--- src/common/mip_pkg.sv ---
package mip_pkg;
	// Sources and levels
	localparam int NSRC = 26;
	localparam int SRC_W = 5;
	localparam int LVL_W = 3;
	localparam int NLVL = 8;
	localparam int ADDR_W = 12;
	// Register byte offsets
	localparam logic [ADDR_W-1:0] OFF_STATUS = 12'h000;
	localparam logic [ADDR_W-1:0] OFF_SAVED_PC = 12'h004;
	localparam logic [ADDR_W-1:0] OFF_SAVED_SW = 12'h008;
	localparam logic [ADDR_W-1:0] OFF_CAUSE = 12'h00c;
	localparam logic [ADDR_W-1:0] OFF_COMMAND = 12'h010;
	localparam logic [ADDR_W-1:0] OFF_IN_SERVICE = 12'h014;
	localparam logic [ADDR_W-1:0] OFF_PC = 12'h018;
	localparam logic [ADDR_W-1:0] OFF_LAST_ACK = 12'h01c;
	localparam logic [ADDR_W-1:0] OFF_SRC_BASE = 12'h100;
	localparam logic [ADDR_W-1:0] OFF_SRC_END = 12'h168;
	// Status word bits
	localparam int SW_ID_BIT = 5;
	localparam int SW_EP_BIT = 6;
	localparam int SW_NP_BIT = 7;
	localparam logic [31:0] STATUS_RST = 32'h0000_0020;
	// Per-source control register fields
	localparam int CTL_FLAG_BIT = 7;
	localparam int CTL_MASK_BIT = 6;
	localparam logic CTL_MASK_RST = 1'h1;
	localparam logic [LVL_W-1:0] CTL_PRIO_RST = 3'h7;
	// Command register bits
	localparam int CMD_RETURN_BIT = 0;
	localparam int CMD_UNMASK_BIT = 1;
	localparam int CMD_MASK_BIT = 2;
	// Vectors and cause codes
	localparam logic [31:0] HANDLER_BASE = 32'h0000_0080;
	localparam logic [15:0] CODE_BASE = 16'h0080;
	localparam int VEC_SHIFT = 4;
	localparam logic [31:0] PC_RST = 32'h0000_0000;
	// Bus responses
	localparam logic [1:0] RESP_OKAY = 2'h0;
	localparam logic [1:0] RESP_SLVERR = 2'h2;
	// Entry sequence
	typedef enum logic [2:0] {
		MIP_RUN = 3'h1,
		MIP_SAVE = 3'h2,
		MIP_ENTER = 3'h4
	} mip_state_t;
endpackage : mip_pkg

--- src/common/mip_ifs.sv ---
`timescale 1ns/1ps
interface mip_regbus_if;
	import mip_pkg::*;
	logic wr_en;
	logic [ADDR_W-1:0] wr_addr;
	logic [31:0] wr_data;
	logic [3:0] wr_strb;
	logic wr_err;
	logic rd_en;
	logic [ADDR_W-1:0] rd_addr;
	logic [31:0] rd_data;
	logic rd_err;
	modport slave (output wr_en, wr_addr, wr_data, wr_strb, rd_en, rd_addr,
		input wr_err, rd_data, rd_err);
	modport core (input wr_en, wr_addr, wr_data, wr_strb, rd_en, rd_addr,
		output wr_err, rd_data, rd_err);
endinterface : mip_regbus_if

interface mip_arb_if;
	import mip_pkg::*;
	logic [NSRC-1:0] cand;
	logic [LVL_W-1:0] prio [NSRC];
	logic win_valid;
	logic [SRC_W-1:0] win_src;
	logic [LVL_W-1:0] win_lvl;
	modport arb (input cand, prio, output win_valid, win_src, win_lvl);
	modport core (output cand, prio, input win_valid, win_src, win_lvl);
endinterface : mip_arb_if

--- src/verilog/mip_top.sv ---
// Chosen here: the AXI4-Lite register port and the address map.
`timescale 1ns/1ps
//Functional notes
// - On acknowledge, save return PC and status word into the save registers.
// - On acknowledge, write source code to cause low half, upper half kept.
// - On acknowledge, set interrupt-disable and clear trap-active in status word.
// - Finally load the PC with the acknowledged source's handler address.
// - Hold requests pending while masked, nmi-active set or interrupt-disable set.
// - Pending request is serviced once unmasked or both flags return to zero.
// - Return with trap and nmi flags clear restores PC and status from saves.
// - Each source has a three-bit level field used in arbitration.
// - Same-level coincident requests go in fixed default order.
// - Any acknowledge sets the interrupt-disable flag to one.
// - With interrupts enabled, a strictly higher level than in service is taken.
// - A request at the in-service level waits until that servicing ends.
// - A request at a lower level than in service stays pending.
// - Highest programmed priority wins among eligible requests regardless of arrival.
// - Among equal levels the higher default priority wins regardless of arrival.
// - Level 0 is highest and level 7 lowest, binary three-bit coding.
// - Default order treats source index 0 as the highest.
// - Hardware clears a source's request flag when it is acknowledged.
// - Mask flag one holds the request pending; zero allows servicing.
module mip_top (
	// Clock and reset
	input wire logic aclk,
	input wire logic aresetn,
	// AXI4-Lite write
	input wire logic [mip_pkg::ADDR_W-1:0] s_axi_awaddr,
	input wire logic s_axi_awvalid,
	output logic s_axi_awready,
	// AXI4-Lite write data
	input wire logic [31:0] s_axi_wdata,
	input wire logic [3:0] s_axi_wstrb,
	input wire logic s_axi_wvalid,
	output logic s_axi_wready,
	// AXI4-Lite write response
	output logic [1:0] s_axi_bresp,
	output logic s_axi_bvalid,
	input wire logic s_axi_bready,
	// AXI4-Lite read
	input wire logic [mip_pkg::ADDR_W-1:0] s_axi_araddr,
	input wire logic s_axi_arvalid,
	output logic s_axi_arready,
	output logic [31:0] s_axi_rdata,
	output logic [1:0] s_axi_rresp,
	output logic s_axi_rvalid,
	input wire logic s_axi_rready,
	// Peripheral requests, one-cycle pulses
	input wire logic [mip_pkg::NSRC-1:0] irq_req,
	// Core side
	input wire logic [31:0] restore_pc,
	output logic [31:0] pc_out,
	output logic ack_pulse,
	output logic [mip_pkg::SRC_W-1:0] ack_source,
	output logic return_pulse,
	output logic interrupt_disable_flag
);
	import mip_pkg::*;

	mip_regbus_if rb ();
	mip_arb_if arb ();

	// Bus front end; decoding stays here
	mip_axil_slave u_slave (
		.aclk(aclk),
		.aresetn(aresetn),
		.s_axi_awaddr(s_axi_awaddr),
		.s_axi_awvalid(s_axi_awvalid),
		.s_axi_awready(s_axi_awready),
		.s_axi_wdata(s_axi_wdata),
		.s_axi_wstrb(s_axi_wstrb),
		.s_axi_wvalid(s_axi_wvalid),
		.s_axi_wready(s_axi_wready),
		.s_axi_bresp(s_axi_bresp),
		.s_axi_bvalid(s_axi_bvalid),
		.s_axi_bready(s_axi_bready),
		.s_axi_araddr(s_axi_araddr),
		.s_axi_arvalid(s_axi_arvalid),
		.s_axi_arready(s_axi_arready),
		.s_axi_rdata(s_axi_rdata),
		.s_axi_rresp(s_axi_rresp),
		.s_axi_rvalid(s_axi_rvalid),
		.s_axi_rready(s_axi_rready),
		.rb(rb.slave)
	);

	// Winner search only; acceptance is gated here
	mip_arbiter u_arb (
		.arb(arb.arb)
	);

	// One aligned control word per source
	function automatic logic is_src(input logic [ADDR_W-1:0] a);
		return (a >= OFF_SRC_BASE) && (a < OFF_SRC_END) && (a[1:0] == 2'h0);
	endfunction : is_src

	// Only valid after is_src has passed
	function automatic logic [SRC_W-1:0] src_idx(input logic [ADDR_W-1:0] a);
		logic [ADDR_W-1:0] d;
		d = a - OFF_SRC_BASE;
		return d[SRC_W+1:2];
	endfunction : src_idx

	// Byte lanes of a full-word register
	function automatic logic [31:0] merge(input logic [31:0] old, input logic [31:0] nv,
		input logic [3:0] strb);
		logic [31:0] r;
		r = old;
		for (int b = 0; b < 4; b++) begin
			if (strb[b]) begin
				r[b*8 +: 8] = nv[b*8 +: 8];
			end
		end
		return r;
	endfunction : merge

	// Anything else answers with an error
	function automatic logic is_mapped(input logic [ADDR_W-1:0] a);
		return is_src(a)
			|| a == OFF_STATUS
			|| a == OFF_SAVED_PC
			|| a == OFF_SAVED_SW
			|| a == OFF_CAUSE
			|| a == OFF_COMMAND
			|| a == OFF_IN_SERVICE
			|| a == OFF_PC
			|| a == OFF_LAST_ACK;
	endfunction : is_mapped

	// Architectural state
	mip_state_t state, next_state;
	logic [31:0] status_word, next_status_word;
	logic [31:0] saved_return_pc, next_saved_return_pc;
	logic [31:0] saved_status_word, next_saved_status_word;
	logic [31:0] cause_code_reg, next_cause_code_reg;
	logic [31:0] pc, next_pc;
	logic [NLVL-1:0] in_service_level_reg, next_in_service_level_reg;
	logic [NSRC-1:0] request_flag, next_request_flag;
	logic [NSRC-1:0] source_mask_flag, next_source_mask_flag;
	logic [LVL_W-1:0] priority_level_field [NSRC];
	logic [LVL_W-1:0] next_priority_level_field [NSRC];
	logic [SRC_W-1:0] win_src, next_win_src;
	logic [LVL_W-1:0] win_lvl, next_win_lvl;
	logic ret_done, next_ret_done;
	// Decoded helpers
	logic svc_found;
	logic [LVL_W-1:0] svc_lvl;
	logic accept;
	logic cmd_wr;
	logic [31:0] sw_data;
	logic [15:0] maskable_cause_code;

	// Level currently in service: lowest set bit is the most urgent
	always_comb begin
		svc_found = 1'b0;
		svc_lvl = '0;
		for (int l = NLVL - 1; l >= 0; l--) begin
			if (in_service_level_reg[l]) begin
				svc_found = 1'b1;
				svc_lvl = LVL_W'(l);
			end
		end
	end

	// Masked sources never reach the arbiter
	assign arb.cand = request_flag & ~source_mask_flag;
	assign arb.prio = priority_level_field;

	// Only the single best candidate is tested; anything that loses to it is blocked too
	// A bit cleared by a return counts from the next cycle
	assign accept = (state == MIP_RUN)
		&& arb.win_valid
		&& !status_word[SW_ID_BIT] && !status_word[SW_NP_BIT]
		&& (!svc_found || arb.win_lvl < svc_lvl);

	// Strobes and cause of the held winner
	assign cmd_wr = rb.wr_en && rb.wr_addr == OFF_COMMAND;
	assign sw_data = rb.wr_data;
	assign maskable_cause_code = CODE_BASE + (16'(win_src) << VEC_SHIFT);

	// Register reads
	// No side effects; command reads as zero
	always_comb begin
		rb.rd_data = '0;
		rb.rd_err = !is_mapped(rb.rd_addr);
		rb.wr_err = !is_mapped(rb.wr_addr);
		if (is_src(rb.rd_addr)) begin
			rb.rd_data[CTL_FLAG_BIT] = request_flag[src_idx(rb.rd_addr)];
			rb.rd_data[CTL_MASK_BIT] = source_mask_flag[src_idx(rb.rd_addr)];
			rb.rd_data[LVL_W-1:0] = priority_level_field[src_idx(rb.rd_addr)];
		end else begin
			unique case (rb.rd_addr)
				OFF_STATUS: rb.rd_data = status_word;
				OFF_SAVED_PC: rb.rd_data = saved_return_pc;
				OFF_SAVED_SW: rb.rd_data = saved_status_word;
				OFF_CAUSE: rb.rd_data = cause_code_reg;
				OFF_IN_SERVICE: rb.rd_data[NLVL-1:0] = in_service_level_reg;
				OFF_PC: rb.rd_data = pc;
				OFF_LAST_ACK: rb.rd_data[SRC_W-1:0] = win_src;
				default: rb.rd_data = '0;
			endcase
		end
	end

	// Next state: software writes first, hardware updates override them
	always_comb begin
		// Hold unless changed below
		next_state = state;
		next_status_word = status_word;
		next_saved_return_pc = saved_return_pc;
		next_saved_status_word = saved_status_word;
		next_cause_code_reg = cause_code_reg;
		next_pc = pc;
		next_in_service_level_reg = in_service_level_reg;
		next_request_flag = request_flag;
		next_source_mask_flag = source_mask_flag;
		next_priority_level_field = priority_level_field;
		next_win_src = win_src;
		next_win_lvl = win_lvl;
		next_ret_done = 1'b0;

		// Software side of the register file
		if (rb.wr_en) begin
			if (is_src(rb.wr_addr)) begin
				if (rb.wr_strb[0]) begin
					next_request_flag[src_idx(rb.wr_addr)] = sw_data[CTL_FLAG_BIT];
					next_source_mask_flag[src_idx(rb.wr_addr)] = sw_data[CTL_MASK_BIT];
					next_priority_level_field[src_idx(rb.wr_addr)] = sw_data[LVL_W-1:0];
				end
			end else begin
				unique case (rb.wr_addr)
					// A load that clears both flags reopens arbitration
					OFF_STATUS: next_status_word = merge(status_word, sw_data, rb.wr_strb);
					OFF_SAVED_PC: next_saved_return_pc = merge(saved_return_pc, sw_data,
						rb.wr_strb);
					OFF_SAVED_SW: next_saved_status_word = merge(saved_status_word, sw_data,
						rb.wr_strb);
					OFF_CAUSE: next_cause_code_reg = merge(cause_code_reg, sw_data,
						rb.wr_strb);
					OFF_PC: next_pc = merge(pc, sw_data, rb.wr_strb);
					default: next_pc = next_pc;
				endcase
			end
		end

		// Commands act only between entry sequences
		if (cmd_wr && rb.wr_strb[0] && state == MIP_RUN) begin
			if (sw_data[CMD_MASK_BIT]) begin
				next_status_word[SW_ID_BIT] = 1'b1;
			end else if (sw_data[CMD_UNMASK_BIT]) begin
				next_status_word[SW_ID_BIT] = 1'b0;
			end
			// Nmi and trap returns belong to other logic; they are ignored here
			if (sw_data[CMD_RETURN_BIT] && !status_word[SW_EP_BIT]
				&& !status_word[SW_NP_BIT]) begin
				next_pc = saved_return_pc;
				next_status_word = saved_status_word;
				if (svc_found) begin
					next_in_service_level_reg[svc_lvl] = 1'b0;
				end
				// Tells the core the restore happened
				next_ret_done = 1'b1;
			end
		end

		// Entry: pick, then save, then jump
		unique case (state)
			MIP_RUN: begin
				if (accept) begin
					next_state = MIP_SAVE;
					next_win_src = arb.win_src;
					next_win_lvl = arb.win_lvl;
					next_request_flag[arb.win_src] = 1'b0;
				end
			end
			MIP_SAVE: begin
				// Wins over a software write this cycle
				next_saved_return_pc = restore_pc;
				next_saved_status_word = status_word;
				next_cause_code_reg[15:0] = maskable_cause_code;
				next_status_word[SW_ID_BIT] = 1'b1;
				next_status_word[SW_EP_BIT] = 1'b0;
				next_in_service_level_reg[win_lvl] = 1'b1;
				next_state = MIP_ENTER;
			end
			MIP_ENTER: begin
				// Last, so no half-built entry is seen
				next_pc = HANDLER_BASE + (32'(win_src) << VEC_SHIFT);
				next_state = MIP_RUN;
			end
		endcase

		// New requests set last so they survive a clear in the same cycle
		next_request_flag = next_request_flag | irq_req;
	end

	always_ff @(posedge aclk) begin
		if (!aresetn) begin
			// Status reset leaves interrupts disabled
			state <= MIP_RUN;
			status_word <= STATUS_RST;
			saved_return_pc <= '0;
			saved_status_word <= '0;
			cause_code_reg <= '0;
			pc <= PC_RST;
			in_service_level_reg <= '0;
			request_flag <= '0;
			// Sources start masked at the lowest level
			source_mask_flag <= {NSRC{CTL_MASK_RST}};
			for (int i = 0; i < NSRC; i++) begin
				priority_level_field[i] <= CTL_PRIO_RST;
			end
			win_src <= '0;
			win_lvl <= '0;
			ret_done <= 1'b0;
		end else begin
			state <= next_state;
			status_word <= next_status_word;
			saved_return_pc <= next_saved_return_pc;
			saved_status_word <= next_saved_status_word;
			cause_code_reg <= next_cause_code_reg;
			pc <= next_pc;
			in_service_level_reg <= next_in_service_level_reg;
			request_flag <= next_request_flag;
			source_mask_flag <= next_source_mask_flag;
			priority_level_field <= next_priority_level_field;
			win_src <= next_win_src;
			win_lvl <= next_win_lvl;
			ret_done <= next_ret_done;
		end
	end

	// Core side comes from flip-flops
	assign pc_out = pc;
	assign ack_pulse = (state == MIP_ENTER);
	assign ack_source = win_src;
	assign return_pulse = ret_done;
	assign interrupt_disable_flag = status_word[SW_ID_BIT];
endmodule : mip_top

--- src/verilog/mip_arbiter.sv ---
`timescale 1ns/1ps
module mip_arbiter (
	// Candidates and winner
	mip_arb_if.arb arb
);
	import mip_pkg::*;

	// Ascending scan with strict compare keeps the lowest index on a tie
	always_comb begin
		arb.win_valid = 1'b0;
		arb.win_src = '0;
		arb.win_lvl = '1;
		for (int i = 0; i < NSRC; i++) begin
			if (arb.cand[i] && (!arb.win_valid || arb.prio[i] < arb.win_lvl)) begin
				arb.win_valid = 1'b1;
				arb.win_src = SRC_W'(i);
				arb.win_lvl = arb.prio[i];
			end
		end
	end
endmodule : mip_arbiter

--- src/verilog/mip_axil_slave.sv ---
`timescale 1ns/1ps
module mip_axil_slave (
	// Clock and reset
	input wire logic aclk,
	input wire logic aresetn,
	// Write address and data
	input wire logic [mip_pkg::ADDR_W-1:0] s_axi_awaddr,
	input wire logic s_axi_awvalid,
	output logic s_axi_awready,
	input wire logic [31:0] s_axi_wdata,
	input wire logic [3:0] s_axi_wstrb,
	input wire logic s_axi_wvalid,
	output logic s_axi_wready,
	// Write response
	output logic [1:0] s_axi_bresp,
	output logic s_axi_bvalid,
	input wire logic s_axi_bready,
	// Read
	input wire logic [mip_pkg::ADDR_W-1:0] s_axi_araddr,
	input wire logic s_axi_arvalid,
	output logic s_axi_arready,
	output logic [31:0] s_axi_rdata,
	output logic [1:0] s_axi_rresp,
	output logic s_axi_rvalid,
	input wire logic s_axi_rready,
	// Register side
	mip_regbus_if.slave rb
);
	import mip_pkg::*;

	logic aw_held, next_aw_held, w_held, next_w_held;
	logic [ADDR_W-1:0] aw_addr, next_aw_addr;
	logic [31:0] w_data, next_w_data;
	logic [3:0] w_strb, next_w_strb;
	logic bvalid, next_bvalid, rvalid, next_rvalid;
	logic [1:0] bresp, next_bresp, rresp, next_rresp;
	logic [31:0] rdata, next_rdata;
	logic aw_hs, w_hs, have_aw, have_w;

	assign s_axi_awready = !aw_held && !bvalid;
	assign s_axi_wready = !w_held && !bvalid;
	assign s_axi_arready = !rvalid;
	assign s_axi_bvalid = bvalid;
	assign s_axi_bresp = bresp;
	assign s_axi_rvalid = rvalid;
	assign s_axi_rresp = rresp;
	assign s_axi_rdata = rdata;

	always_comb begin
		aw_hs = s_axi_awvalid && s_axi_awready;
		w_hs = s_axi_wvalid && s_axi_wready;
		have_aw = aw_held || aw_hs;
		have_w = w_held || w_hs;
		next_aw_held = aw_held;
		next_aw_addr = aw_hs ? s_axi_awaddr : aw_addr;
		next_w_held = w_held;
		next_w_data = w_hs ? s_axi_wdata : w_data;
		next_w_strb = w_hs ? s_axi_wstrb : w_strb;
		next_bvalid = bvalid && !s_axi_bready;
		next_bresp = bresp;
		rb.wr_en = have_aw && have_w;
		rb.wr_addr = aw_held ? aw_addr : s_axi_awaddr;
		rb.wr_data = w_held ? w_data : s_axi_wdata;
		rb.wr_strb = w_held ? w_strb : s_axi_wstrb;
		if (rb.wr_en) begin
			next_aw_held = 1'b0;
			next_w_held = 1'b0;
			next_bvalid = 1'b1;
			next_bresp = rb.wr_err ? RESP_SLVERR : RESP_OKAY;
		end else begin
			next_aw_held = have_aw;
			next_w_held = have_w;
		end
		rb.rd_en = s_axi_arvalid && s_axi_arready;
		rb.rd_addr = s_axi_araddr;
		next_rvalid = rvalid && !s_axi_rready;
		next_rdata = rdata;
		next_rresp = rresp;
		if (rb.rd_en) begin
			next_rvalid = 1'b1;
			next_rdata = rb.rd_data;
			next_rresp = rb.rd_err ? RESP_SLVERR : RESP_OKAY;
		end
	end

	always_ff @(posedge aclk) begin
		if (!aresetn) begin
			aw_held <= 1'b0;
			aw_addr <= '0;
			w_held <= 1'b0;
			w_data <= '0;
			w_strb <= '0;
			bvalid <= 1'b0;
			bresp <= RESP_OKAY;
			rvalid <= 1'b0;
			rdata <= '0;
			rresp <= RESP_OKAY;
		end else begin
			aw_held <= next_aw_held;
			aw_addr <= next_aw_addr;
			w_held <= next_w_held;
			w_data <= next_w_data;
			w_strb <= next_w_strb;
			bvalid <= next_bvalid;
			bresp <= next_bresp;
			rvalid <= next_rvalid;
			rdata <= next_rdata;
			rresp <= next_rresp;
		end
	end
endmodule : mip_axil_slave

--- config.mk ---
export PLATFORM = sky130hd
export DESIGN_NAME = mip_top
export DESIGN_NICKNAME = d
export VERILOG_FILES = /design/src/common/mip_pkg.sv /design/src/common/mip_ifs.sv /design/src/verilog/mip_top.sv /design/src/verilog/mip_arbiter.sv /design/src/verilog/mip_axil_slave.sv
export SDC_FILE = /design/constraint.sdc
export NUM_CORES = 1
export LEC_CHECK = 0
export BUFFER_PORTS_ARGS = -buffer_cell sky130_fd_sc_hd__clkbuf_2
export CORE_ASPECT_RATIO = 0.9
export CORE_MARGIN = 10
export CORE_UTILIZATION = 60
export DETAILED_ROUTE_END_ITERATION = 12
export MAX_ROUTING_LAYER = met4
export PLACE_DENSITY_LB_ADDON = 0.25
export SLEW_MARGIN = 40
export SYNTH_ARGS = -nofsm -noshare
export SYNTH_HDL_FRONTEND = slang
export SYNTH_SLANG_ARGS = --single-unit
--- constraint.sdc ---
create_clock -name aclk -period 52.4 [get_ports aclk]
set_input_delay 5.24 -clock aclk [delete_from_list [all_inputs] [get_ports aclk]]
set_output_delay 5.24 -clock aclk [all_outputs]
set_load 0.005 [all_outputs]
Word-level counts from Yosys, hierarchy flattened

Cells that the tools add are included.

Reductions and logical operators: 159
Equal/unequal tests: 19
Multiplexer cells: 176
$add $sub $neg: 4
Bitwise gates (word level): 12
Magnitude comparators: 42

Operators by type and width:

| operator            | number |
|---|---|
| $mux 32             | 20 |
| $mux 3              | 44 |
| $mux 26             | 5 |
| $mux 8              | 16 |
| $pmux 24 s5         | 1 |
| $eq 12x5->1 const B | 8 |
| $bwmux 78           | 1 |
| $lt 3x3->1          | 26 |
| $mux 16             | 4 |
| $and 26x26->26      | 2 |
| $bwmux 26           | 2 |
| $not 26->26         | 2 |
| $logic_and 1x1->1   | 51 |
| $mux 5              | 10 |
| $eq 12x4->1 const B | 4 |
| $reduce_and 4->1    | 12 |
| $mux 1              | 46 |
| $logic_or 1x1->1    | 44 |
| $mux 4              | 9 |
| $logic_not 1->1     | 35 |
| $pmux 5 s7          | 1 |
| $or 26x26->26       | 1 |
| $eq 12x3->1 const B | 2 |
| $ge 12x9->1 const B | 2 |
| other kinds (35)    | 64 |

Output and inout bits: 81
Bits of input ports: 125
Word-level logic and storage cells: 470
Flip-flop bits (word level): 398

Depth between registers and ports, before layout

Gate-level depths: netlist of run 1.

Depth after elaboration: 112
Gate-level depth with buffers: 200
Depth with buffers taken out: 197

By module

A second synthesis of run 1 with hierarchy kept.

Cells, all modules: 2872
Area, all modules: 23975.5 sq um

By module, submodules not included:

| module         | seq. area each (sq um) | cells each | area each (sq um) | instances |
|---|---|---|---|---|
| mip_top        | 6206.0                 | 1808       | 15787.6           | 1 |
| mip_arbiter    | 0.0                    | 632        | 4226.6            | 1 |
| mip_axil_slave | 1721.7                 | 432        | 3961.3            | 1 |

Worst setup path before layout of run 1

No wires, ideal clock.

Kind: register -> register
Start: register priority_level_field, in the netlist arb.prio[72]
End: register request_flag[0]
Cell stages (with the launch flop): 186
Setup slack: 20936 ps
Clock period less this slack: 31464 ps
Path buffers: 2
Arrival: 31341 ps
Required time: 52277 ps
Path through: dfxtp_1 nand2b_1 maj3_2 a21o_1 a211o_1 o21ai_4 nand2_1 o21ai_0 inv_1 ha_1 or3b_2 o41ai_1 nand2b_1 o41ai_1 nand2b_1 nand2_1 o21ai_0 inv_1 [150 not listed] nand2_1 nand3_1 a211o_1 a31o_2 o21ba_1 nand2b_1 mux2i_1 ha_1 or4_1 o31a_1 o21ai_0 o21ai_0 ha_1 a21o_1 a221oi_1 nand3_1 nor4_1 o21ai_1

Elaborated cells on any way between the ends: 190
Classes of those cells: 28 x order compare; 79 x mux; 3 x bitwise; 80 x reduce/logical

RTL lines:

| what                                                 | line              | RTL |
|---|---|---|
| from (decl)                                          | mip_top.sv:140    | `logic [LVL_W-1:0] priority_level_field [NSRC];` |
| from (signal assigned)                               | mip_top.sv:326    | `priority_level_field <= next_priority_level_field;` |
| $lt 3x3->1                                           | mip_arbiter.sv:14 | `if (arb.cand[i] && (!arb.win_valid \|\| arb.prio[i] < arb.win_lvl)) begin` |
| $logic_or 1x1->1                                     | mip_arbiter.sv:14 |  |
| $logic_and 1x1->1                                    | mip_arbiter.sv:14 |  |
| $mux 3 / $mux 1 (equally long branches)              | mip_arbiter.sv:14 |  |
| $lt 3x3->1 / $logic_not 1->1 (equally long branches) | mip_arbiter.sv:14 |  |
| $logic_or 1x1->1                                     | mip_arbiter.sv:14 |  |
| $logic_and 1x1->1                                    | mip_arbiter.sv:14 |  |
| $mux 3 / $mux 1 (equally long branches)              | mip_arbiter.sv:14 |  |
| [91 not listed]                                      | -                 |  |
| $mux 3 (*)                                           | mip_arbiter.sv:14 |  |
| net arb.win_lvl[2]                                   | mip_ifs.sv:25     | `logic [LVL_W-1:0] win_lvl;` |
| $lt 3x3->1 (*)                                       | mip_top.sv:174    | `&& (!svc_found \|\| arb.win_lvl < svc_lvl);` |
| $logic_or 1x1->1 (*)                                 | mip_top.sv:174    |  |
| $logic_and 1x1->1 (*)                                | mip_top.sv:174    |  |
| $mux 26 (*)                                          | mip_top.sv:269    | `if (accept) begin` |
| $mux 26 (*)                                          | mip_top.sv:267    | `unique case (state)` |
| $or 26x26->26 (*)                                    | mip_top.sv:294    | `next_request_flag = next_request_flag \| irq_req;` |
| to (signal assigned)                                 | mip_top.sv:324    | `request_flag <= next_request_flag;` |
| to (decl)                                            | mip_top.sv:138    | `logic [NSRC-1:0] request_flag, next_request_flag;` |

Mark *: on every way through the listed nets, which the timed path passes. The rest lies on a longest branch.
A chain may end at the register's enable or synchronous reset.

Worst setup path after layout of run 1

Start: register source_mask_flag[0]
End: register request_flag[20]

Elaborated cells on any way between the ends: 195
Classes of those cells: 28 x order compare; 81 x mux; 5 x bitwise; 81 x reduce/logical

RTL lines:

| what                                                 | line              | RTL |
|---|---|---|
| from (decl)                                          | mip_top.sv:139    | `logic [NSRC-1:0] source_mask_flag, next_source_mask_flag;` |
| from (signal assigned)                               | mip_top.sv:309    | `source_mask_flag <= {NSRC{CTL_MASK_RST}};` |
| from (signal assigned)                               | mip_top.sv:325    | `source_mask_flag <= next_source_mask_flag;` |
| $not 26->26 (*)                                      | mip_top.sv:166    | `assign arb.cand = request_flag & ~source_mask_flag;` |
| $and 26x26->26 (*)                                   | mip_top.sv:166    |  |
| $mux 3 / $mux 1 (equally long branches)              | mip_arbiter.sv:14 |  |
| $lt 3x3->1 / $logic_not 1->1 (equally long branches) | mip_arbiter.sv:14 |  |
| $logic_or 1x1->1                                     | mip_arbiter.sv:14 |  |
| $logic_and 1x1->1                                    | mip_arbiter.sv:14 |  |
| $mux 3 / $mux 1 (equally long branches)              | mip_arbiter.sv:14 |  |
| $lt 3x3->1 / $logic_not 1->1 (equally long branches) | mip_arbiter.sv:14 |  |
| [94 not listed]                                      | -                 |  |
| $mux 3 (*)                                           | mip_arbiter.sv:14 |  |
| net arb.win_lvl[2]                                   | mip_ifs.sv:25     |  |
| $lt 3x3->1 (*)                                       | mip_top.sv:174    |  |
| $logic_or 1x1->1 (*)                                 | mip_top.sv:174    |  |
| $logic_and 1x1->1 (*)                                | mip_top.sv:174    |  |
| $mux 26 (*)                                          | mip_top.sv:269    |  |
| $mux 26 (*)                                          | mip_top.sv:267    |  |
| $or 26x26->26 (*)                                    | mip_top.sv:294    |  |

Marks and branches as above.

==> impl.org, run 1 <==
** Timing
- Peak Freq :: around 0.027 GHz
- Final worst clock skew :: approximately 0.024 ns
- After layout, the minimum clock period comes to 36.78 ns.
- Setup repair after global routing missed its margin :: no
- Worst Max-Slew Pin Slew :: 0.958 ns
- Slew headroom :: 0.357
- Final hold analysis gives a worst-case slack of 0.454 ns.
- Fin crit share :: 0.702
- Post-Route Setup TNS :: 0 ns
- Setup violations remaining at the end of the flow were counted as 0.
- In the post-route analysis, the smallest setup slack over all paths is 15.62 ns.
- Final Hold Violating Endpoints :: 0
- Final Slew Violations :: 0

** Synthesis
- Number of warning messages in the yosys log :: 0
- Counting flops with a built-in enable in the synthesized netlist gives 0.
- Total standard cell area after synthesis :: about 23000 µm²
- Number of unique standard cell types used by synthesis :: 113
- In this run the mean area of a mapped cell was 7.79 µm².
- Share of synthesized area occupied by flip-flops and latches :: 0.343
- Top post-synthesis cells by area :: sky130_fd_sc_hd__dfxtp_1, sky130_fd_sc_hd__nand2_1, sky130_fd_sc_hd__a21oi_1, sky130_fd_sc_hd__nor2_1, sky130_fd_sc_hd__mux4_2
- Synthesis produced a netlist whose cell count is 2970.
- Post-synth top area share :: 0.343
- The most used flip-flop cell after synthesis is sky130_fd_sc_hd__dfxtp_1.
- Proportion of register bits with asynchronous set or reset after synthesis :: 0
- Most area-hungry cell type in the Yosys netlist :: sky130_fd_sc_hd__dfxtp_1
- After synthesis the netlist holds a flip-flop and latch count of 396.

** Layout
- The top cell types in the final layout, fill and taps aside, are sky130_fd_sc_hd__nand2_1, sky130_fd_sc_hd__dfxtp_1, sky130_fd_sc_hd__nor2_1.
- Antenna cell count :: 0
- The layout has 3249 filler cells.
- Area added between synthesis and finish :: 11.9%
- Proportion of layout cells with a drive suffix above 1 :: 0.151
- In the final layout, flip-flops and latches occupy 7930 µm².
- Flip-flop count of the largest register, all copies and words added :: 78
- Multi-input gate area in the final layout :: roughly 14000 µm²
- Most common cell after layout, fill and taps aside :: sky130_fd_sc_hd__nand2_1
- Final nets :: 3229

** CTS
- Source-to-sink clock delay at the later pin of the worst-skew pair :: 0.55 ns
- Counting every sink on the clock net gives around 400.
- Number of buffers on the longest clock path :: 3
- In this run, post-CTS repair resized a total of 0 instances.
- CTS built an H-tree with a depth of 2.
- Number of buffers added for setup after CTS :: 0
- Clock-pin slew was measured on the worst setup and hold paths at around 0.060 ns.
- TritonCTS built the clock tree.
- Cts-stage hold buffer count :: 0
- CTS placed an instance of sky130_fd_sc_hd__clkbuf_16 at the clock tree root.
- Clock tree synthesis inserted a total of 41 buffers.

** Floorplan
- Ports :: 206
- Core ar. :: 38200 µm²
- Site Rows :: 68
- Die extent in x :: 227 µm
- The floorplan step defined a die boundary enclosing 46800 µm².
- For this configuration, the core starts out at a cell density of 0.605.
- Die Span Y :: 206 µm

** Placed design
- Hpwl dp :: 57.5 mm
- Final weighted congestion of routability-driven global placement :: approximately 0.96
- Port-buffer cells :: approximately 200
- Worst slack, placed :: roughly 16 ns

** Power
- Summed over all cells, the static leakage comes to between 9 and 10 nW.
- Across the VDD grid, the largest voltage drop is around 0.027 mV.
- In this run the power density over the cells is 26.7 nW/µm².

** Min path
- End of the worst hold path :: u_slave.w_data[11]
- In this run the most critical hold path is launched from u_slave.w_data[11].
- Hold path cells :: 2
- Path category of the worst min-delay check :: reg2reg

** Critical path
- The cell family contributing the most delay on the critical path is compound AO/OA/AOI/OAI gates.
- Reg2Reg Depth :: 183
- Worst path max stage delay :: 0.68 ns
- Counting both buffers and inverters, the worst setup path holds a total of 15.
- Across all register-to-register paths, the minimum setup slack is 15.62 ns.
- At the worst endpoint, the required time is between 50 and 60 ns.
- Startpoint kind of the worst setup timing path :: register
- For this design, the slowest cell found on the critical path is sky130_fd_sc_hd__o41ai_1.
- Endpoint arrival time on the critical path :: 37.20 ns
- Setup crit end kind :: register
- The worst register-to-register path begins at source_mask_flag[0].
- Worst path most repeated cell :: sky130_fd_sc_hd__ha_1
- CP Max Fanout :: 16
- The worst setup path is of the reg2reg kind.
- The endpoint identified for the worst register-to-register timing path is request_flag[20].

** Global routing
- Entering global routing, the biggest net connects ~140 pins.
- The first global-routing pass estimated 125 mm of wire.
- Via count of the first global-routing pass :: 22300
- Total congestion overflow :: 0
- The number of antenna violations at the first check in global routing came to 0.
- Total GRT Usage :: 0.343

** Outcome
- Status :: complete, no violations

** Drt
- TritonRoute pass-1 iters :: 9
- After detailed routing, the number of remaining DRC violations is 0.
- Routed Antenna Nets :: 0
- Dividing the detail-routed via count by the number of cells gives 6.71.
- The routed design has 81.2 mm of wire.
- The routed layout has 24100 vias.
- After detailed routing, the average wire length per cell comes to 22.6 µm.
- Count of routing violations after the opening detailed-route iteration :: 3610

** Job
- Across the run, the number of max-cap violations was 0.
-- how the worst max path moves through the flow --
| stage | from | to | slack, ns | cells after the start |
|---|---|---|---|---|
| 5_1_grt | source_mask_flag[0] | request_flag[11] | 12.41 | 183 |
| 3_3_place_gp | source_mask_flag[0] | request_flag[1] | 17.78 | 184 |
| 2_1_floorplan | arb.prio[72] | request_flag[0] | 20.94 | 185 |
| 6_report | source_mask_flag[0] | request_flag[20] | 15.62 | 183 |
| 4_1_cts | source_mask_flag[0] | request_flag[20] | 16.27 | 183 |
| 3_5_place_dp | source_mask_flag[0] | request_flag[20] | 16.41 | 183 |
-- routing by layer --
layer  wire length, µm  global-route usage  vias up
met5                 0                   -        -
met4              2370               0.112        0
met3             10400              0.0871      160
met2             34300               0.482     1447
met1             34100               0.471    11500
li1                  -                   -    11100
-- kinds of logic after synthesis --
logic type | after synthesis | synth area share
compound gates | 1020 | 0.298
fa+ha+maj | 33 | 0.0174
buf+inv | 234 | 0.0387
flops | 396 | 0.343
mux | 160 | 0.0949
other cells | 1 | 0.000162
simple gates | 1126 | 0.208
-- tightest hold or removal path, delay by kind of cell, from the launching register on --
kind             cells  cell delay [ns]
flip-flops           1             0.31
AND/OR/NAND/NOR      1             0.05
AO/OA/AOI/OAI        1             0.05
-- synth_stat cells (9+ instances only) --
cell,n
sky130_fd_sc_hd__nand2b_1,61
sky130_fd_sc_hd__nor2_1,395
sky130_fd_sc_hd__clkbuf_1,134
sky130_fd_sc_hd__ha_1,28
sky130_fd_sc_hd__a31oi_1,13
sky130_fd_sc_hd__mux2_2,35
sky130_fd_sc_hd__and2_1,13
sky130_fd_sc_hd__buf_1,26
sky130_fd_sc_hd__nand3_1,31
sky130_fd_sc_hd__a21oi_1,316
sky130_fd_sc_hd__mux2i_1,79
sky130_fd_sc_hd__nor2b_1,20
sky130_fd_sc_hd__o21ai_0,151
sky130_fd_sc_hd__nor3_1,31
sky130_fd_sc_hd__a22oi_1,16
sky130_fd_sc_hd__a222oi_1,24
sky130_fd_sc_hd__o31ai_1,12
sky130_fd_sc_hd__dfxtp_1,396
sky130_fd_sc_hd__or3_1,10
sky130_fd_sc_hd__mux4_2,42
sky130_fd_sc_hd__a21o_1,40
sky130_fd_sc_hd__o21a_1,10
sky130_fd_sc_hd__o211ai_1,116
sky130_fd_sc_hd__o22ai_1,16
sky130_fd_sc_hd__nand2_1,499
sky130_fd_sc_hd__a22o_1,29
sky130_fd_sc_hd__inv_1,66
sky130_fd_sc_hd__nand4_1,11
sky130_fd_sc_hd__o21ai_1,19
sky130_fd_sc_hd__a221oi_1,9
sky130_fd_sc_hd__nor4_1,10
sky130_fd_sc_hd__a211oi_1,123
-- stage by stage --
step	cell area [µm²]	power, mW	std cells	util
floorplan	23100	0.365	2971	-
global placement	24300	0.393	3520	0.637
detailed placement	24400	0.396	3521	0.640
CTS	25800	0.685	3594	0.675
global route	25900	0.707	3596	0.678
finish	25900	0.691	3596	0.678
-- power by group --
group,leakage [nW],switching (mW),internal (mW)
Combinational,5.59,0.0555,0.0245
Sequential,3.21,0.00642,0.308
Clock,0.670,0.125,0.171
Total,9.47,0.187,0.504
-- cell type report --
class / instances / share of cell area
clock buffer: 61 / 0.0472
inverter: 69 / 0.0103
tap: 490 / 0.0237
clock inverter: 12 / 0.00454
timing repair buffer: 227 / 0.0485
sequential: 396 / 0.306
multi-input combinational: 2341 / 0.559
Note: power is estimated with default switching activity, not from simulation.
==> run 2, diff against run 1 <==
ABC_AREA = 1   (was default)
CORE_UTILIZATION = 54   (was 60)
clock period = 33.1 ns   (was 52.4 ns; I/O delays follow)
==> run 2 against run 1 <==
Effect of this change:
- final area fell by 3.3%
- area after synthesis fell by 5.0%
- critical path type unchanged
- utilization shrank 5.7 points
- largest cell class unchanged
- global-route usage is 0.73 points lower
==> impl.org, run 2 <==
** Outcome
- The flow ran to the end, and the final reports show no timing, DRC or antenna violations.

** Power
- The areal power density over the cells was 46.2 nW/µm² (+73%).
- Leakage power :: 11.5 nW (+21%)
- IR drop worst, VDD :: 0.0374 mV (+40%)

** Layout
- Count of fill cells added during filler insertion :: 3839 (+18%)
- Multi-input gate area in the final layout :: 11700 µm² (-19%)
- The sequential standard cell area was 7930 µm² (unchanged).
- The share of layout cells above drive strength 1 was 0.123 (-0.0275).
- The layout net count is 3659 (+13%).
- The number of flip-flops in the largest register is 78 (unchanged).
- Commonest cells after routing, fill and taps aside :: sky130_fd_sc_hd__nand2_1, sky130_fd_sc_hd__inv_1, sky130_fd_sc_hd__dfxtp_1
- Area added between synthesis and finish :: 14.0%
- Leaving out fill and tap cells, the most frequent cell in the layout is sky130_fd_sc_hd__nand2_1.
- Cell area after layout :: 25000 µm² (-3.3%)

** Synthesis
- Total of flip-flops plus latches after synthesis :: 396 (unchanged)
- Total standard cell area after synthesis :: 22000 µm² (-5.0%)
- The count of yosys warnings during synthesis is 0 (unchanged).
- The average cell area after synthesis was 6.52 µm² (-16%).
- Main flop type after synthesis :: sky130_fd_sc_hd__dfxtp_1
- Share of synthesized area occupied by flip-flops and latches :: 0.361 (+0.0181)
- Of all cell types, the one taking the most synthesized area is sky130_fd_sc_hd__dfxtp_1.
- Top post-synthesis cells by area :: sky130_fd_sc_hd__dfxtp_1, sky130_fd_sc_hd__nand2_1, sky130_fd_sc_hd__inv_1, sky130_fd_sc_hd__o21ai_0, sky130_fd_sc_hd__nor2_1
- Cell count after synthesis :: 3370 (+13%)
- The async set-or-reset flop fraction in the synthesized netlist is 0 (unchanged).
- Commonest cells post-synth :: sky130_fd_sc_hd__nand2_1, sky130_fd_sc_hd__inv_1, sky130_fd_sc_hd__dfxtp_1
- Number of flops mapped to enable cells by yosys :: 0 (unchanged)
- The proportion of netlist area held by the largest area contributor was 0.361 (+0.0181).
- In the post-synthesis netlist, the cell with the most instances is sky130_fd_sc_hd__nand2_1.
- Number of unique standard cell types used by synthesis :: 51 (-55%)

** Timing
- Final setup violating endpoints :: 0 (unchanged)
- Peak Freq :: 0.0384 GHz (+41%)
- Fin crit share :: 0.786 (+0.0840)
- The relative slew slack was 0.395 (+0.0385).
- The summed negative setup slack over all endpoints is 0 ns (unchanged).
- The slew at the pin closest to its max-slew limit is 0.897 ns (-0.0608 ns).
- Final worst clock skew :: 0.0209 ns (-0.00352 ns)
- Final Slew Violations :: 0 (unchanged)
- Final Hold Violating Endpoints :: 0 (unchanged)
- Setup repair after global routing left no endpoint under its margin.
- Clock period minus final worst setup slack :: 26.01 ns (-10.77 ns)

** Placed design
- Hpwl dp :: 58.6 mm (+1.9%)
- The cell area after placement was 23500 µm² (-3.8%).
- The number of port buffers is 203 (unchanged).
- Final weighted congestion of routability-driven global placement :: 1.02 (+6.8%)

** Critical path
- The cell that appears most often on the critical path is sky130_fd_sc_hd__nand2_1.
- Worst path max stage delay :: 0.41 ns (-0.27 ns)
- Setup crit end kind :: register
- Endpoint arrival time on the critical path :: 26.54 ns (-10.66 ns)
- The setup slack of the most critical reg-to-reg path came to 7.09 ns (-8.53 ns).
- STA classifies the critical path startpoint as a register.
- The largest individual stage delay along the critical path comes from the cell sky130_fd_sc_hd__o21ai_0.
- Reg2Reg Depth :: 208 (+14%)
- The data required time of the critical path is 33.63 ns (-19.19 ns).
- Startpoint of the worst register-to-register path :: source_mask_flag[0]
- Critical path startpoint :: source_mask_flag[0]
- The top fanout value on the critical path came to 27 (+11).
- Worst setup path endpoint :: win_lvl[1]
- Startpoint-to-endpoint class of the critical path :: reg2reg
- Reg-to-reg endpoint :: win_lvl[1]

** CTS
- Total clock buffers created by CTS :: 44 (+7.3%)
- Post_cts resized :: 0 (unchanged)
- The maximum clock insertion buffer count was 3 (unchanged).
- The number of hold-repair buffers added at the cts stage was 0 (unchanged).
- The insertion delay to the later sink of the worst-skew pair came to 0.61 ns (+0.06 ns).
- Number of buffers added for setup after CTS :: 0 (unchanged)
- In this run the clock root is driven by a sky130_fd_sc_hd__clkbuf_16.
- TritonCTS built the clock tree.
- Sinks on Clock Net :: 396 (unchanged)
- The H-tree depth was 2 (unchanged).
- The clock transition at the register clock pins on the worst setup and hold paths after CTS came to 0.06 ns (about the same).

** Floorplan
- Die Span Y :: 211 µm (+2.5%)
- Core ar. :: 40400 µm² (+5.7%)
- The top-level I/O count was 206 (unchanged).
- The number of placement rows is 70 (+2.9%).
- Initial cell density of the core :: 0.544 (-0.0613)
- The width of the die is 233 µm (+2.5%).
- Total Die Area :: 49100 µm² (+5.0%)

** Drt
- The detailed-route wire length per cell is 20.5 µm (-9.3%).
- The total number of vias is 24500 (+1.3%).
- Final routed wirelength across all metal layers :: 83.6 mm (+3.0%)
- The detailed-routing iteration count for the pre-antenna-repair pass is 6 (-3).
- The number of nets still failing antenna checks after routing came to 0 (unchanged).
- # DRC :: 0 (unchanged)
- The vias per cell came to 5.99 (-11%).
- Count of routing violations after the opening detailed-route iteration :: 3083 (-15%)

** Min path
- Path category of the worst min-delay check :: reg2reg

** Global routing
- Antenna violations before repair :: 3 (+3)
- Pin count of the biggest net entering global routing :: 122 (-14%)
- Wire length of the first global-routing pass :: 127 mm (+2.2%)
- The sum of overflow across all layers after global routing was 0 (unchanged).
- Via count of the first global-routing pass :: 22500 (+1.2%)
- The aggregate global-route resource usage was 0.335 (-0.00734).

** Job
- The max-capacitance violation count came to 0 (unchanged).
==> run 2: power by group <==
part / total [mW] / switching [mW] / internal [mW]
Clock: 0.517 / 0.216 / 0.301
Combinational: 0.144 / 0.106 / 0.0378
Sequential: 0.497 / 0.00688 / 0.490
==> run 2: critical path: cells and delay by family, from the launching register on <==
| family | cells | cell delay (ns) |
|---|---|---|
| AND/OR/NAND/NOR | 129 | 9.48 |
| AO/OA/AOI/OAI | 28 | 7.26 |
| adder cells (fa/ha/maj) | 25 | 7.20 |
| buffers and inverters | 26 | 1.57 |
| flip-flops | 1 | 0.40 |
==> run 2: cells by family after synthesis <==
group / after synthesis / share of synthesized area
AND/OR/NAND/NOR: 1349 / 0.256
buffers and inverters: 658 / 0.114
flip-flops: 396 / 0.361
multiplexers: 11 / 0.00501
other: 1 / 0.000171
adder cells (fa/ha/maj): 28 / 0.0160
AO/OA/AOI/OAI: 927 / 0.247
==> run 2: area by class of cell <==
cell class / count / share of cell area
tap: 540 / 0.0270
inverter: 507 / 0.0763
clock inverter: 11 / 0.00640
multi-input combinational: 2317 / 0.466
clock buffer: 68 / 0.0532
sequential: 396 / 0.317
timing repair buffer: 240 / 0.0538
antenna: 3 / 0.000300
==> run 2: worst min-delay path by stage <==
stage,cells after the start,from,end,slack (ns)
finish,2,u_slave.aw_addr[2],u_slave.aw_addr[2],0.46
global route,2,u_slave.aw_addr[1],u_slave.aw_addr[1],0.48
CTS,2,u_slave.aw_addr[2],u_slave.aw_addr[2],0.45
detailed placement,2,u_slave.aw_addr[2],u_slave.aw_addr[2],0.45
global placement,2,cause_code_reg[28],cause_code_reg[28],0.44
floorplan,2,u_slave.aw_addr[1],u_slave.aw_addr[1],0.43
==> run 2: per-layer routing <==
| layer | GRT usage | part of all wire |
|---|---|---|
| met5 | - | 0 |
| met4 | 0.135 | 0.040 |
| met3 | 0.0668 | 0.11 |
| met2 | 0.473 | 0.42 |
| met1 | 0.461 | 0.43 |
==> run 2: metrics by stage <==
step / total power, mW / setup WS [ns] / hold WS (ns) / std cells / utilization
detailed placement: 0.644 / 7.45 / 0.446 / 3999 / 0.582
global route: 1.19 / 4.07 / 0.475 / 4082 / 0.620
floorplan: 0.586 / 11.14 / 0.429 / 3371 / -
finish: 1.16 / 7.09 / 0.459 / 4082 / 0.620
global placement: 0.639 / 8.87 / 0.440 / 3995 / 0.579
CTS: 1.15 / 7.40 / 0.454 / 4078 / 0.619
